--- config.mk ---
export PLATFORM = sky130hd
export DESIGN_NAME = tprc_core
export DESIGN_NICKNAME = d
export VERILOG_FILES = /design/src/hdl/tprc_core.v
export VERILOG_INCLUDE_DIRS = /design/src /design/src/hdl
export SDC_FILE = /design/constraint.sdc
export NUM_CORES = 1
export LEC_CHECK = 0
export ABC_AREA = 1
export BUFFER_PORTS_ARGS = -buffer_cell sky130_fd_sc_hd__buf_2
export CAP_MARGIN = 20
export CELL_PAD_IN_SITES_DETAIL_PLACEMENT = 1
export CELL_PAD_IN_SITES_GLOBAL_PLACEMENT = 1
export CORE_MARGIN = 10
export CORE_UTILIZATION = 40
export CTS_CLUSTER_DIAMETER = 30
export DETAILED_ROUTE_END_ITERATION = 8
export HOLD_SLACK_MARGIN = 0.12
export PLACE_DENSITY = 0.82
export SKIP_CTS_REPAIR_TIMING = 1
export SKIP_LAST_GASP = 1
export SLEW_MARGIN = 5
export SYNTH_ARGS = -nofsm -noshare
export SYNTH_HDL_FRONTEND = slang
export SYNTH_SLANG_ARGS = --single-unit
--- constraint.sdc ---
create_clock -name clk_i -period 16.6 [get_ports clk_i]
set_input_delay 3.32 -clock clk_i [delete_from_list [all_inputs] [get_ports clk_i]]
set_output_delay 3.32 -clock clk_i [all_outputs]
set_load 0.01 [all_outputs]
--- src/hdl/tprc_regs.vh ---
/*
 * Register map, field positions, reset values and decode constants
 * for the touch pattern and recalibration configuration block.
 * Assumes a 32-bit classic Wishbone slave with byte addresses = 4 x index.
 */
`ifndef TPRC_REGS_VH
`define TPRC_REGS_VH

// ----------------------------------------------------------------------
// Register indices (byte address is four times the index)
// ----------------------------------------------------------------------
`define TPRC_IDX_MASK 8'h2D
`define TPRC_IDX_BCLIM 8'h2E
`define TPRC_IDX_RECAL 8'h2F
`define TPRC_IDX_PCFG 8'h2B
`define TPRC_IDX_STAT 8'h02
`define TPRC_IDX_THR1 8'h30
`define TPRC_IDX_THR8 8'h37

// ----------------------------------------------------------------------
// Reset values
// ----------------------------------------------------------------------
`define TPRC_MASK_RST 8'hFF
`define TPRC_BCLIM_RST 8'h00
`define TPRC_RECAL_RST 8'h8A
`define TPRC_PCFG_RST 8'h00
`define TPRC_THR_RST 7'h40

// ----------------------------------------------------------------------
// Field positions
// ----------------------------------------------------------------------
`define TPRC_RC_BCAST 7
`define TPRC_RC_KEEPI 6
`define TPRC_RC_KEEPN 5
`define TPRC_RC_NEG_HI 4
`define TPRC_RC_NEG_LO 3
`define TPRC_RC_CAL_HI 2
`define TPRC_PC_EN 7
`define TPRC_PC_TH_HI 3
`define TPRC_PC_TH_LO 2
`define TPRC_PC_CMP 1
`define TPRC_PC_ALERT 0
`define TPRC_ST_BCOUT 1
`define TPRC_ST_PAT 0

// ----------------------------------------------------------------------
// Negative delta trigger counts
// ----------------------------------------------------------------------
`define TPRC_NEG_CNT0 6'd8
`define TPRC_NEG_CNT1 6'd16
`define TPRC_NEG_CNT2 6'd32

`endif

--- src/hdl/tprc_core.v ---
/*
 * Touch pattern evaluation, base count limit flags and recalibration
 * configuration with sample averaging and update period timing.
 * Assumes a classic Wishbone master, and per-input delta counts, noise
 * flags and base limit flags, and one shared sample strobe, from the sensing front end,
 * all synchronous to clk_i.
 */
// Register access over Wishbone was decided locally.
`timescale 1ns/1ps
`include "tprc_regs.vh"

module tprc_core #(
  parameter DW = 8,
  parameter NIN = 8
) (
  input wire clk_i,
  input wire rst_i,
  input wire wb_cyc_i,
  input wire wb_stb_i,
  input wire wb_we_i,
  input wire [9:0] wb_adr_i,
  input wire [3:0] wb_sel_i,
  input wire [31:0] wb_dat_i,
  output reg [31:0] wb_dat_o,
  output reg wb_ack_o,
  input wire cycle_done_i,
  input wire [NIN*DW-1:0] delta_i,
  input wire [NIN-1:0] noise_i,
  input wire [NIN-1:0] base_limit_i,
  input wire [NIN-1:0] neg_delta_i,
  input wire sample_strobe_i,
  input wire [DW-1:0] sample_i,
  output reg pattern_event_status_o,
  output reg touch_block_o,
  output reg alert_o,
  output reg base_limit_summary_o,
  output reg neg_recal_o,
  output reg base_update_o,
  output reg [DW-1:0] base_avg_o
);

  // --------------------------------------------------------------------
  // Registers
  // --------------------------------------------------------------------
  reg [7:0] mask_r;
  reg [7:0] bclim_r;
  reg [7:0] recal_r;
  reg [7:0] pcfg_r;
  reg [6:0] thr_r [0:NIN-1];
  reg [5:0] neg_cnt_r;
  reg [DW+8:0] acc_r;
  reg [8:0] samp_cnt_r;
  reg [12:0] per_cnt_r;
  reg cond_r;

  wire req = wb_cyc_i & wb_stb_i & ~wb_ack_o;
  wire [7:0] idx = wb_adr_i[9:2];
  // Writes land on the ack edge, the one at which the master takes the answer
  wire wr = wb_cyc_i & wb_stb_i & wb_ack_o & wb_we_i & wb_sel_i[0];

  // Population count of a byte
  function [3:0] popcnt;
    input [7:0] v;
    integer k;
    begin
      popcnt = 4'd0;
      for (k = 0; k < 8; k = k + 1) begin
        popcnt = popcnt + {3'd0, v[k]};
      end
    end
  endfunction

  // Pattern threshold from touch threshold, eighths keep it exact
  function [DW-1:0] pthr;
    input [6:0] t;
    input [1:0] code;
    reg [DW+1:0] t3;
    begin
      // Two spare bits so three times a large threshold cannot wrap
      t3 = {{(DW-5){1'b0}}, t} + {{(DW-5){1'b0}}, t} + {{(DW-5){1'b0}}, t};
      case (code)
        2'b00: pthr = {{(DW-7){1'b0}}, t} >> 3;
        2'b01: pthr = {{(DW-7){1'b0}}, t} >> 2;
        2'b10: pthr = {1'b0, t3[DW+1:3]};
        default: pthr = {{(DW-7){1'b0}}, t};
      endcase
    end
  endfunction

  // --------------------------------------------------------------------
  // Qualifying inputs, bit n is input n+1
  // --------------------------------------------------------------------
  wire [NIN-1:0] qual;
  genvar g;
  generate
    for (g = 0; g < NIN; g = g + 1) begin : g_qual
      // Noise counts as qualifying; same threshold rule for all inputs
      assign qual[g] = noise_i[g] |
        (delta_i[g*DW +: DW] > pthr(thr_r[g], pcfg_r[`TPRC_PC_TH_HI:`TPRC_PC_TH_LO]));
    end
  endgenerate

  // Specific compares exact set; count compares population
  wire match_spec = (qual == mask_r);
  wire match_cnt = (popcnt(qual) >= popcnt(mask_r));
  wire match = pcfg_r[`TPRC_PC_CMP] ? match_spec : match_cnt;

  // --------------------------------------------------------------------
  // Wishbone slave, one wait state: ack one cycle after request
  // --------------------------------------------------------------------
  always @(posedge clk_i) begin
    if (rst_i) begin
      wb_ack_o <= 1'b0;
      wb_dat_o <= 32'h00000000;
    end else begin
      wb_ack_o <= req;
      wb_dat_o <= 32'h00000000;
      // Read data stands only in the ack cycle, zero otherwise
      if (req && !wb_we_i) begin
        if (idx == `TPRC_IDX_MASK)
          wb_dat_o[7:0] <= mask_r;
        else if (idx == `TPRC_IDX_BCLIM)
          wb_dat_o[7:0] <= bclim_r;
        else if (idx == `TPRC_IDX_RECAL)
          wb_dat_o[7:0] <= recal_r;
        else if (idx == `TPRC_IDX_PCFG)
          wb_dat_o[7:0] <= pcfg_r;
        else if (idx == `TPRC_IDX_STAT)
          wb_dat_o[7:0] <= {6'd0, base_limit_summary_o, pattern_event_status_o};
        else if (idx >= `TPRC_IDX_THR1 && idx <= `TPRC_IDX_THR8)
          wb_dat_o[7:0] <= {1'b0, thr_r[idx[2:0]]};
      end
    end
  end

  // Configuration writes
  always @(posedge clk_i) begin
    if (rst_i) begin
      mask_r <= `TPRC_MASK_RST;
      recal_r <= `TPRC_RECAL_RST;
      pcfg_r <= `TPRC_PCFG_RST;
    end else if (wr) begin
      if (idx == `TPRC_IDX_MASK)
        mask_r <= wb_dat_i[7:0];
      if (idx == `TPRC_IDX_RECAL)
        recal_r <= wb_dat_i[7:0];
      if (idx == `TPRC_IDX_PCFG)
        pcfg_r <= wb_dat_i[7:0];
    end
  end

  // Thresholds: input one write fans out while broadcast is set
  // Inputs two to eight stay individually writable either way
  generate
    for (g = 0; g < NIN; g = g + 1) begin : g_thr
      always @(posedge clk_i) begin
        if (rst_i) begin
          thr_r[g] <= `TPRC_THR_RST;
        end else if (wr && (idx == `TPRC_IDX_THR1 + g ||
            (recal_r[`TPRC_RC_BCAST] && idx == `TPRC_IDX_THR1))) begin
          thr_r[g] <= wb_dat_i[6:0];
        end
      end
    end
  endgenerate

  // --------------------------------------------------------------------
  // Pattern status and blocking
  // --------------------------------------------------------------------
  // A zero in bit 0 asks for the clear; a standing condition still wins
  wire clr_stat = wr && idx == `TPRC_IDX_STAT && !wb_dat_i[`TPRC_ST_PAT];
  always @(posedge clk_i) begin
    if (rst_i) begin
      cond_r <= 1'b0;
      pattern_event_status_o <= 1'b0;
      touch_block_o <= 1'b0;
      alert_o <= 1'b0;
      bclim_r <= `TPRC_BCLIM_RST;
      base_limit_summary_o <= 1'b0;
    end else begin
      bclim_r <= base_limit_i;
      base_limit_summary_o <= |base_limit_i;
      if (!pcfg_r[`TPRC_PC_EN])
        cond_r <= 1'b0;
      else if (cycle_done_i)
        cond_r <= match;
      touch_block_o <= cond_r;
      // Set wins; clear only once the condition has gone
      if (cond_r)
        pattern_event_status_o <= 1'b1;
      else if (clr_stat)
        pattern_event_status_o <= 1'b0;
      alert_o <= (cond_r & pcfg_r[`TPRC_PC_ALERT]) | (alert_o & ~clr_stat);
    end
  end

  // --------------------------------------------------------------------
  // Negative delta recalibration, shared counter across inputs
  // --------------------------------------------------------------------
  reg [5:0] neg_lim;
  always @* begin
    case (recal_r[`TPRC_RC_NEG_HI:`TPRC_RC_NEG_LO])
      2'b00: neg_lim = `TPRC_NEG_CNT0;
      2'b01: neg_lim = `TPRC_NEG_CNT1;
      2'b10: neg_lim = `TPRC_NEG_CNT2;
      default: neg_lim = 6'd0;
    endcase
  end

  // Noise on any input counts, so one counter serves all inputs
  wire any_noise = |noise_i;
  always @(posedge clk_i) begin
    if (rst_i) begin
      neg_cnt_r <= 6'd0;
      neg_recal_o <= 1'b0;
    end else begin
      neg_recal_o <= 1'b0;
      if (any_noise && !recal_r[`TPRC_RC_KEEPN])
        neg_cnt_r <= 6'd0;
      else if (cycle_done_i) begin
        if (!(|neg_delta_i))
          neg_cnt_r <= 6'd0;
        else if (neg_lim != 6'd0 && neg_cnt_r + 6'd1 >= neg_lim) begin
          neg_cnt_r <= 6'd0;
          neg_recal_o <= 1'b1;
        end else
          neg_cnt_r <= neg_cnt_r + 6'd1;
      end
    end
  end

  // --------------------------------------------------------------------
  // Automatic recalibration: averaging and update period
  // --------------------------------------------------------------------
  wire [2:0] cal = recal_r[`TPRC_RC_CAL_HI:0];
  wire [3:0] sh = cal[2] ? 4'd8 : {2'b00, cal[1:0]} + 4'd4;
  wire [8:0] samp_lim = 9'd1 << sh;
  // Long periods double from 1024 up; code 100 keeps 256
  wire [12:0] per_lim = cal[2] ? (cal[1:0] == 2'b00 ? 13'd256 : 13'd512 << cal[1:0]) :
    13'd16 << cal[1:0];
  reg [DW-1:0] avg_r;
  // Sum with the closing sample; after the shift only DW bits can be set
  wire [DW+8:0] acc_sum = acc_r + {9'd0, sample_i};
  wire [DW+8:0] acc_avg = acc_sum >> sh;

  // One accumulator serves every input; settings are global
  always @(posedge clk_i) begin
    if (rst_i) begin
      acc_r <= {(DW+9){1'b0}};
      samp_cnt_r <= 9'd0;
      per_cnt_r <= 13'd0;
      avg_r <= {DW{1'b0}};
      base_avg_o <= {DW{1'b0}};
      base_update_o <= 1'b0;
    end else begin
      base_update_o <= 1'b0;
      if (any_noise && !recal_r[`TPRC_RC_KEEPI]) begin
        acc_r <= {(DW+9){1'b0}};
        samp_cnt_r <= 9'd0;
      end else if (sample_strobe_i) begin
        if (samp_cnt_r + 9'd1 >= samp_lim) begin
          avg_r <= acc_avg[DW-1:0];
          acc_r <= {(DW+9){1'b0}};
          samp_cnt_r <= 9'd0;
        end else begin
          acc_r <= acc_sum;
          samp_cnt_r <= samp_cnt_r + 9'd1;
        end
      end
      if (cycle_done_i) begin
        if (per_cnt_r + 13'd1 >= per_lim) begin
          per_cnt_r <= 13'd0;
          base_avg_o <= avg_r;
          base_update_o <= 1'b1;
        end else
          per_cnt_r <= per_cnt_r + 13'd1;
      end
    end
  end

endmodule // tprc_core

==> results of run 1 <==
-- kinds of logic (layout without fill, tap and decap cells) --
| logic type | count (synthesis) | in the layout |
|---|---|---|
| AO/OA/AOI/OAI | 359 | 359 |
| XOR/XNOR | 27 | 27 |
| adder cells (fa/ha/maj) | 154 | 154 |
| buffers and inverters | 343 | 440 |
| flip-flops | 164 | 164 |
| other | 2 | 28 |
| AND/OR/NAND/NOR | 884 | 884 |
-- through the flow --
step | utilization | hold WS [ns]
final | 0.455 | 0.472
after global routing | 0.455 | 0.486
after CTS | 0.455 | 0.470
after detailed placement | 0.437 | 0.458
after global placement | 0.437 | 0.445
after floorplan | - | 0.414
-- state kept, by name (all words and copies together) (netlist names), 8 cells and up --
| name | flops |
|---|---|
| avg_r | 8 |
| pcfg_r | 8 |
| mask_r | 8 |
| bclim_r | 8 |
| per_cnt_r | 13 |
| thr_r | 56 |
| samp_cnt_r | 9 |
| wb_dat_o | 8 |
| acc_r | 16 |
| base_avg_o | 8 |
| recal_r | 8 |
-- worst max path at each step --
stage | startpoint | end | cells past startpoint
after floorplan | delta_i[30] | cond_r | 24
after CTS | delta_i[30] | cond_r | 25
after global placement | delta_i[30] | cond_r | 25
after detailed placement | delta_i[30] | cond_r | 25
after global routing | delta_i[30] | cond_r | 25
final | delta_i[30] | cond_r | 25
-- per-layer routing --
metal,vias up,wire length [um]
met4,10,1070
li1,6615,-
met2,270,23800
met5,-,65
met1,6530,18300
met3,73,1920
-- cell usage in the layout, fill, tap and decap left out, types with 14 or more instances in the layout --
cell,n
o21ai_0,136
inv_2,14
ha_1,145
clkbuf_16,18
xor2_1,15
nand4_1,45
nand3_1,129
nor3_1,14
nand2_1,477
inv_1,235
a21oi_1,130
edfxtp_1,56
o22ai_1,23
dfxtp_1,108
conb_1,26
nor2_1,178
buf_2,142
-- power by group through the flow --
stage                     logic [mW]  registers, mW  clock network, mW
after floorplan               0.0820          0.434                  0
after global placement         0.113          0.437                  0
after detailed placement       0.121          0.437                  0
after CTS                      0.122          0.428              0.415
after global routing           0.139          0.429              0.426
final                          0.122          0.428              0.408
-- cell type report --
class                   count  area [sq um]
inverters                 258           968
repair buffers            150           771
clock buffers              18           450
clock inverters            14           143
fillers                  4319         17800
well taps                 442           553
flip-flops and latches    164          3840
diodes                      2          5.00
multi-input cells        1450          8120
-- critical path, cell delays in order --
cell      delay (ns)
buf_2           0.11
ha_1            0.27
inv_1           0.03
or2_2           0.28
nor2_1          0.15
nand4_1         0.10
nand2_1         0.24
nand2_1         0.14
fa_1            0.51
inv_1           0.06
fa_1            0.50
fa_1            0.49
inv_1           0.08
ha_1            0.17
inv_1           0.06
fa_1            0.49
inv_1           0.05
ha_1            0.27
a21boi_0        0.12
o21a_1          0.17
o21a_1          0.15
o21ai_0         0.16
nand2_1         0.09
nor2_1          0.13
nor2_1          0.05
==> metrics.md, run 1 <==
| Metric | Value |
|---|---|
| Post-synth ARST share | 0 |
| Post-synth EDFFs | 56 |
| Max FO, Critical Path | 2 |
| Top cell type's share of synthesized area | 0.163 |
| Die area | roughly 41000 sq um |
| Worst Setup End Kind | flop |
| Hold EP | wb_ack_o |
| Setup Crit Path Kind | in -> reg |
| Synthesized flop and latch total | 164 |
| Fin Setup TNS | 0 ns |
| Number of global-route vias before repair | between 10000 and 15000 |
| Final slew viol count | 0 |
| Initial antenna violation count | 7 |
| Post-DRT Antenna Nets | 0 |
| Cells after Synth | just under 2000 |
| Residual DRC count | 0 |
| Die Width | just over 200 um |
| Largest net degree at the start of global routing | 51 |
| FF-to-FF setup slack | 9.78 ns |
| Min-delay worst type | reg -> reg |
| Synth Area in Simple Gates | 0.284 |
| Hold Crit Start | wb_ack_o |
| Switching part of the total | 0.289 |
| Fin crit share | 0.474 |
| Synthesized area per cell | around 6.9 sq um |
| Cts bufs inserted | 17 |
| Synth top area cells | dfxtp_1 (16%), ha_1 (14%), nand2_1 (13%), edfxtp_1 (13%), inv_1 (6.6%) |
| Vias per cell | 5.40 |
| F_max | between 100 and 150 MHz |
| Post-DP Area | 14300 sq um |
| Detail Placement HPWL | about 35 mm |
| CP required | 16.91 ns |
| Clk_skew | ~0.015 ns |
| Distinct cells, synth | 54 |
| Placed Instances | ~2500 |
| Initial DRC Count | around 810 |
| Post-synthesis xor/xnor area fraction | 0.0178 |
| Startpoint Class | primary input |
| Syn. warnings | 0 |
| Placeable Area | about 33000 sq um |
| Area Overhead vs Synth | 11.8% |
| Cell Area, Synth | between 10000 and 15000 sq um |
| Met1 Usage GRT | 0.241 |
| Die Height | just over 200 um |
| Most Crowded Layer GR | met2 |
| Synth Area in Compound Gates | 0.151 |
| Count leader, synth | nand2_1 |
| Max Cap Viol | 0 |
| Top-Level Pins | 196 |
| Final Cell Area | 14900 sq um |
| Status | finished clean |
| Final setup viols | 0 |
| Worst-Margin Slew | 0.950 ns |
| Total global-route track usage | 0.214 |
| Unrepaired setup endpoints after global routing | false |
| Final #Nets | between 2000 and 2500 |
| H-tree levels | 4 |
| Post-route worst setup slack | between 8 and 9 ns |
| Max Root-Sink Buffers | 2 |
| Multiplexer share of the synthesized area | 0 |
| Count of input and output buffers | about 140 |
| Post-Layout Cell Count | 2498 |
| Internal power | 681 uW |
| Post-Synth Adder-Cell Area | 0.150 |
| Total power | around 960 uW |
| Clock power share | 0.426 |
| Normalized max-slew margin | 0.366 |
| Register-to-Register Path Depth | 38 |
| Ratio of cells with drive above 1 in the final layout | 0.109 |
| Synth Flop Type | dfxtp_1 |
| Sequential share of power | 0.447 |
| Place WS | about 8 ns |
| Worst-path clk slew | ~0.080 ns |
| TritonCTS Sinks | between 150 and 200 |
| Via Count | 13500 |
| Comb pwr share | 0.128 |
| Routed wire length | between 40 and 50 mm |
| Worst Path Arrival | around 8.2 ns |
| First-pass GRT wire length | about 70 mm |
| Worst Hold Depth | 1 |
| Leak Pwr | slightly above 7 nW |
| Post-DR wirelength/cell | roughly 18 um |
| Initial Util | 0.407 |
| # rows | 66 |
| Post-synthesis sequential area ratio | 0.289 |
| Power per Cell Area | around 64 nW/um^2 |
| Top cells by count, synth | nand2_1 (477), inv_1 (235), nor2_1 (179), ha_1 (145), o21ai_0 (136) |
| Placer congestion estimate | around 0.94 |
| Cell taking the most area after synthesis | dfxtp_1 |
| Min Tclk post-route | around 7.9 ns |
| Worst-Skew Late Latency | around 0.44 ns |
| GRT met3 Usage | 0.0347 |
| Pre-Repair DR Iteration Count | 5 |
| Reg2reg start | thr_r[1][2] |
| Reg-to-Reg End | cond_r |
| CTS tree | done |
| Worst ir drop on vdd | 64.5 uV |
| Total grt overflow | 0 |
| Root Driver | clkbuf_16 |
| Sw Pwr | approximately 280 uW |
| Largest family of logic cells by synthesized area | simple AND/OR/NAND/NOR gates |
| GR Layer Usage met2 | 0.400 |
| Final hold violation count | 0 |
No activity file was read; power rests on OpenSTA's default activity.
==> inputs of run 2 (changes only) <==
- CORE_UTILIZATION: 40 -> 38
- PLACE_DENSITY: 0.82 -> 0.81
- clock period: 16.6 -> 6.6 ns (I/O delays scaled with it)
==> run 2 against run 1 <==
First-iteration DRC count increased by 9.2%. Via count up 1.3%. Sequential power increased to 2.5 times the previous value. Register-to-register slack worse by 9.5 ns. Critical path depth grew 13. Largest cell class unchanged. Combinational power increased to 2.7 times the previous value. Routed wire length up 1.9%. Cell count grew 1.6%. Largest power group unchanged.
==> metrics.md, run 2 (synthesized netlist as in run 1, its figures left out) <==
| Metric | Value |
|---|---|
| Status | finished clean (unchanged) |
| Met1 Usage GRT | 0.227 (was 0.241) |
| Worst-path clk slew | 0.07 ns (was 0.08 ns) |
| Normalized max-slew margin | 0.386 (was 0.366) |
| Reg-to-Reg End | cond_r (unchanged) |
| Area Overhead vs Synth | 14.5% (was 11.8%) |
| Fillers | 4576 (was 4319) |
| F_max | around 160 MHz |
| Power per Cell Area | 159 nW/um^2 (was 64.5 nW/um^2) |
| Vias per cell | 5.39 (was 5.40) |
| TritonCTS Sinks | 164 (unchanged) |
| Initial Util | 0.385 (was 0.407) |
| Root Driver | clkbuf_16 (unchanged) |
| Most used cell, CP | nand2_2 (was inv_1) |
| Most common cell after layout, fill and taps aside | nand2_1 (unchanged) |
| Hold EP | pcfg_r[6] (was wb_ack_o) |
| Total power | 2.42 mW (was 958 uW) |
| Worst Setup End Kind | flop (unchanged) |
| Max FO, Critical Path | 3 (was 2) |
| # rows | 68 (was 66) |
| Count of input and output buffers | 142 (unchanged) |
| FF-to-FF setup slack | 0.32 ns (was 9.78 ns) |
| Final Cell Area | 15200 sq um (was 14900 sq um) |
| Worst path max stage delay | 0.52 ns (was 0.51 ns) |
| Total grt overflow | 0 (unchanged) |
| Final slew viol count | 0 (unchanged) |
| H-tree levels | 4 (unchanged) |
| Worst-Margin Slew | 0.921 ns (was 0.950 ns) |
| Initial DRC Count | 880 (was 806) |
| Post-Layout Cell Count | 2539 (was 2498) |
| GR Layer Usage met2 | 0.389 (was 0.400) |
| Final hold violation count | 0 (unchanged) |
| Post-route worst setup slack | 0.323 ns (was 8.73 ns) |
| Max Root-Sink Buffers | 2 (unchanged) |
| CTS tree | done (unchanged) |
| GRT met3 Usage | 0.0334 (was 0.0347) |
| Total global-route track usage | 0.206 (was 0.214) |
| Placeable Area | 34500 sq um (was 32600 sq um) |
| Most frequent cells in the layout | nand2_1 (450), inv_1 (234), nor2_1 (177), ha_1 (142), buf_2 (142) (was nand2_1 (477), inv_1 (235), nor2_1 (178), ha_1 (145), buf_2 (142)) |
| Most Crowded Layer GR | met2 (unchanged) |
| Routed wire length | 46.0 mm (was 45.2 mm) |
| Max reg flops | 56 (unchanged) |
| Fin crit share | 0.951 |
| Placer congestion estimate | 0.923 (was 0.942) |
| First-pass GRT wire length | 73.5 mm (was 71.8 mm) |
| Top-Level Pins | 196 (unchanged) |
| Post-DR wirelength/cell | 18.1 um (about the same) |
| Fin util | 0.440 (was 0.455) |
| Place WS | -0.0980 ns (was 8.24 ns) |
| Hold Crit Start | pcfg_r[6] (was wb_ack_o) |
| Placed Instances | 2487 (was 2464) |
| Max Cap Viol | 0 (unchanged) |
| Detail Placement HPWL | 35.8 mm (was 35.2 mm) |
| Die Width | 207 um (was 202 um) |
| Register-to-Register Path Depth | 38 (unchanged) |
| Die Height | 207 um (was 202 um) |
| Min Tclk post-route | 6.28 ns |
| Clk_skew | 0.0112 ns (was 0.0152 ns) |
| Worst Path Arrival | 6.60 ns (was 8.18 ns) |
| Reg2reg start | thr_r[1][2] (unchanged) |
| Post-DRT Antenna Nets | 0 (unchanged) |
| Worst Hold Depth | 2 (was 1) |
| Worst ir drop on vdd | 132 uV (was 64.5 uV) |
| Startpoint Class | flop (was primary input) |
| Die area | 42900 sq um (was 40900 sq um) |
| Post-DP Area | 14300 sq um (about the same) |
| Ratio of cells with drive above 1 in the final layout | 0.138 (was 0.109) |
| Final #Nets | 2370 (was 2344) |
| Final setup viols | 0 (unchanged) |
| Largest Register | thr_r (unchanged) |
| Min-delay worst type | reg -> reg (unchanged) |
| Slowest cell on crit path | fa_1 (unchanged) |
| Largest regs | thr_r (56), acc_r (16), per_cnt_r (13) (unchanged) |
| Number of global-route vias before repair | 14400 (was 14000) |
| Via Count | 13700 (was 13500) |
| CP required | 6.92 ns (was 16.91 ns) |
| Residual DRC count | 0 (unchanged) |
| Setup Crit Path Kind | reg -> reg (was in -> reg) |
| Worst-Skew Late Latency | 0.44 ns (about the same) |
| Leak Pwr | 7.19 nW (was 7.06 nW) |
| Hold_ws | 0.469 ns (was 0.472 ns) |
| Initial antenna violation count | 8 (was 7) |
| Pre-Repair DR Iteration Count | 5 (unchanged) |
| Largest net degree at the start of global routing | 51 (unchanged) |
| Cts bufs inserted | 17 (unchanged) |
| Fin Setup TNS | 0 ns (unchanged) |
run 2: cell types whose count changed in the layout (fill, tap and decap cells not counted), moves of 3 or more:
cell	before	now
nand2_1	477	450
nand2_2	0	27
buf_4	8	34
inv_8	5	1
o21ai_0	136	132
ha_1	145	142
inv_6	5	2
o21ai_1	8	11
run 2: layout make-up:
type                            count  area (sq um)  share of cell area
Clock inverter                     11           111             0.00732
Multi-Input combinational cell   1450          8250               0.542
Tap cell                          455           569              0.0374
Timing Repair Buffer              176           966              0.0635
Antenna cell                        4          10.0            0.000658
Clock buffer                       21           493              0.0324
Inverter                          258           968              0.0637
Sequential cell                   164          3840               0.253
run 2: how the worst max path moves through the flow:
stage | startpoint | cells past startpoint | slack, ns | endpoint
finish | thr_r[1][2] | 38 | 0.32 | cond_r
global placement | thr_r[1][2] | 38 | 0.07 | cond_r
floorplan | thr_r[1][1] | 38 | 0.80 | cond_r
CTS | thr_r[1][2] | 38 | -0.15 | cond_r
global route | thr_r[3][2] | 37 | -0.06 | cond_r
detailed placement | thr_r[1][2] | 38 | -0.1 | cond_r
run 2: metal layers:
metal	wire, um	vias up
li1	-	6667
met1	18600	6596
met2	24100	334
met3	2100	76
met4	1130	6
met5	42	-
run 2: critical path, delay by kind of cell, from the launching register on:
kind | cells | cell delay (ns)
adder cells (fa/ha/maj) | 8 | 2.99
AND/OR/NAND/NOR | 19 | 1.59
AO/OA/AOI/OAI | 6 | 0.89
flip-flops | 1 | 0.42
buffers and inverters | 5 | 0.25
run 2: report_power, final:
group	switching [mW]	internal, mW
Combinational	0.203	0.123
Sequential	0.0202	1.06
Clock	0.440	0.581
==> inputs of run 3 (changes only) <==
- BUFFER_PORTS_ARGS: -buffer_cell sky130_fd_sc_hd__buf_2 -> -buffer_cell sky130_fd_sc_hd__clkbuf_2
- SKIP_CTS_REPAIR_TIMING: 1 -> not set
==> run 3 against run 2 <==
Count of clock-buffer cells in the layout shrank 1. Clock power is 5% lower. Clock skew fell by 0.00092 ns. Combinational power shrank 1%. Sequential power hardly changed. Core utilization down 0.30 points. Critical path type unchanged.
==> metrics.md, run 3 (synthesized netlist as in run 1, its figures left out) <==
| Metric | Value |
|---|---|
| Worst Setup End Kind | flop (unchanged) |
| Top-Level Pins | 196 (unchanged) |
| # rows | 68 (unchanged) |
| Setup Crit Path Kind | reg -> reg (unchanged) |
| Register-to-Register Path Depth | 37 (was 38) |
| Worst-Skew Late Latency | 0.44 ns (about the same) |
| Worst-Margin Slew | 0.969 ns (was 0.921 ns) |
| Most used cell, CP | nand2_2 (unchanged) |
| Worst ir drop on vdd | 160 uV (was 132 uV) |
| Initial antenna violation count | 4 (was 8) |
| Multi-input gate area | 8220 sq um (was 8250 sq um) |
| Count of input and output buffers | 142 (unchanged) |
| Total power | 2.37 mW (was 2.42 mW) |
| Switching part of the total | 0.276 (was 0.274) |
| Final #Nets | 2366 (was 2370) |
| Detail Placement HPWL | 35.7 mm (was 35.8 mm) |
| Hold Crit Start | wb_ack_o (was pcfg_r[6]) |
| Largest Register | thr_r (unchanged) |
| Total global-route track usage | 0.204 (was 0.206) |
| TritonCTS Sinks | 164 (unchanged) |
| Internal power | 1.71 mW (was 1.76 mW) |
| CP required | 6.92 ns (about the same) |
| Residual DRC count | 0 (unchanged) |
| WP buf/inv | 4 (was 5) |
| Most frequent cells in the layout | nand2_1 (461), inv_1 (236), nor2_1 (178), ha_1 (142), clkbuf_2 (142) (was nand2_1 (450), inv_1 (234), nor2_1 (177), ha_1 (142), buf_2 (142)) |
| First-pass GRT wire length | 73.0 mm (was 73.5 mm) |
| Hold_ws | 0.471 ns (was 0.469 ns) |
| Final slew viol count | 0 (unchanged) |
| Max FO, Critical Path | 4 (was 3) |
| Post-DRT Antenna Nets | 0 (unchanged) |
| Normalized max-slew margin | 0.353 (was 0.386) |
| Clock power share | 0.408 (was 0.421) |
| Largest regs | thr_r (56), acc_r (16), per_cnt_r (13) (unchanged) |
| Power per Cell Area | 157 nW/um^2 (was 159 nW/um^2) |
| Pre-Repair DR Iteration Count | 6 (was 5) |
| Clk_skew | 0.0102 ns (was 0.0112 ns) |
| Routed wire length | 46.0 mm (about the same) |
| Max reg flops | 56 (unchanged) |
| Post-DR wirelength/cell | 18.2 um (was 18.1 um) |
| FF+latch area | 3840 sq um (unchanged) |
| Fillers | 4521 (was 4576) |
| Worst path max stage delay | 0.53 ns (was 0.52 ns) |
| Worst Path Arrival | 6.62 ns (was 6.60 ns) |
| Number of global-route vias before repair | 14400 (about the same) |
| Total grt overflow | 0 (unchanged) |
| Worst-path clk slew | 0.07 ns (about the same) |
| Critical path's top delay family | adder cells (unchanged) |
| Placer congestion estimate | 0.920 (was 0.923) |
| CTS tree | done (unchanged) |
| Largest net degree at the start of global routing | 51 (unchanged) |
| Worst Hold Depth | 1 (was 2) |
| Via Count | 13700 (about the same) |
| Die Height | 207 um (unchanged) |
| Status | finished clean (unchanged) |
| Final setup viols | 0 (unchanged) |
| H-tree levels | 4 (unchanged) |
| Sw Pwr | 654 uW (was 663 uW) |
| Ratio of cells with drive above 1 in the final layout | 0.130 (was 0.138) |
| Unrepaired setup endpoints after global routing | true |
| Critical path launch point | thr_r[0][2] (was thr_r[1][2]) |
| Vias per cell | 5.41 (was 5.39) |
| Leak Pwr | 7.17 nW (was 7.19 nW) |
| Final hold violation count | 0 (unchanged) |
| Max Root-Sink Buffers | 2 (unchanged) |
| Fin crit share | 0.955 (was 0.951) |
| F_max | 159 MHz (about the same) |
| Min-delay worst type | reg -> reg (unchanged) |
| Initial DRC Count | 754 (was 880) |
| Slowest cell on crit path | fa_1 (unchanged) |
| Area Overhead vs Synth | 13.7% (was 14.5%) |
| Cts bufs inserted | 17 (unchanged) |
| Initial Util | 0.385 (unchanged) |
| Comb pwr share | 0.136 (was 0.134) |
| Post-DP Area | 14300 sq um (unchanged) |
| Most common cell after layout, fill and taps aside | nand2_1 (unchanged) |
| Sequential share of power | 0.455 (was 0.444) |
| Root Driver | clkbuf_16 (unchanged) |
| Min Tclk post-route | 6.30 ns (was 6.28 ns) |
| Placeable Area | 34500 sq um (unchanged) |
| Reg2reg start | thr_r[0][2] (was thr_r[1][2]) |
| Startpoint Class | flop (unchanged) |
| Die Width | 207 um (unchanged) |
| Final Cell Area | 15100 sq um (was 15200 sq um) |
| CTS Hold Buffers Added | 0 |
| Die area | 42900 sq um (unchanged) |
| Max Cap Viol | 0 (unchanged) |
| WP depth | 37 (was 38) |
## run 3: cell count changes in the layout (fill, tap and decap cells not counted), sizes merged
cell      delta
clkbuf     +141
inv          -2
diode        -1
bufinv       -1
clkinv       +4
clkinvlp     -1
buf        -146
## run 3: power groups by stage
| stage | combinational, mW | clock [mW] | sequential [mW] |
|---|---|---|---|
| floorplan | 0.206 | 0 | 1.09 |
| global placement | 0.287 | 0 | 1.10 |
| detailed placement | 0.307 | 0 | 1.10 |
| CTS | 0.309 | 0.972 | 1.08 |
| global route | 0.368 | 1.02 | 1.08 |
| finish | 0.322 | 0.967 | 1.08 |
## run 3: cell type report
class,count,share of cell area
Antenna cell,3,0.000497
Clock buffer,20,0.0324
Clock inverter,11,0.00505
Inverter,258,0.0641
Multi-Input combinational cell,1450,0.544
Sequential cell,164,0.254
Tap cell,455,0.0377
Timing Repair Buffer,172,0.0620
## run 3: worst reg2reg max path, delay by kind of cell (launching register included)
kind	cells	cell delay, ns
AO/OA/AOI/OAI	5	0.67
buffers and inverters	4	0.23
XOR/XNOR	1	0.20
adder cells (fa/ha/maj)	8	3.04
flip-flops	1	0.46
AND/OR/NAND/NOR	19	1.58
## run 3: path summary, 6_finish.rpt
path / to / slack (ns)
hold / removal: wb_ack_o / 0.47
setup reg to reg: cond_r / 0.30
setup / recovery: cond_r / 0.30
hold reg to reg: wb_ack_o / 0.47
## run 3: layer usage
| layer | global-route usage | vias to the layer above | part of all wire |
|---|---|---|---|
| li1 | - | 6656 | - |
| met2 | 0.382 | 357 | 0.52 |
| met1 | 0.230 | 6607 | 0.41 |
| met4 | 0.0675 | 2 | 0.027 |
| met5 | 0 | - | 0.00028 |
| met3 | 0.0278 | 75 | 0.044 |
## run 3: repair_timing
action | CTS | global route
setup buffers | 0 | 12
setup endpoints to repair | 1 | 1
pin swaps | 0 | 15
gates resized for setup | 1 | 31
## run 3: metrics by stage
stage	cells	utilization	setup WS (ns)	TNS [ns]
after floorplan	1957	-	0.799	0
after global placement	2487	0.415	0.0946	0
after detailed placement	2487	0.415	-0.00824	-0.00824
after CTS	2518	0.432	0.0183	0
after global routing	2532	0.437	-0.0978	-0.0978
final	2533	0.437	0.300	0
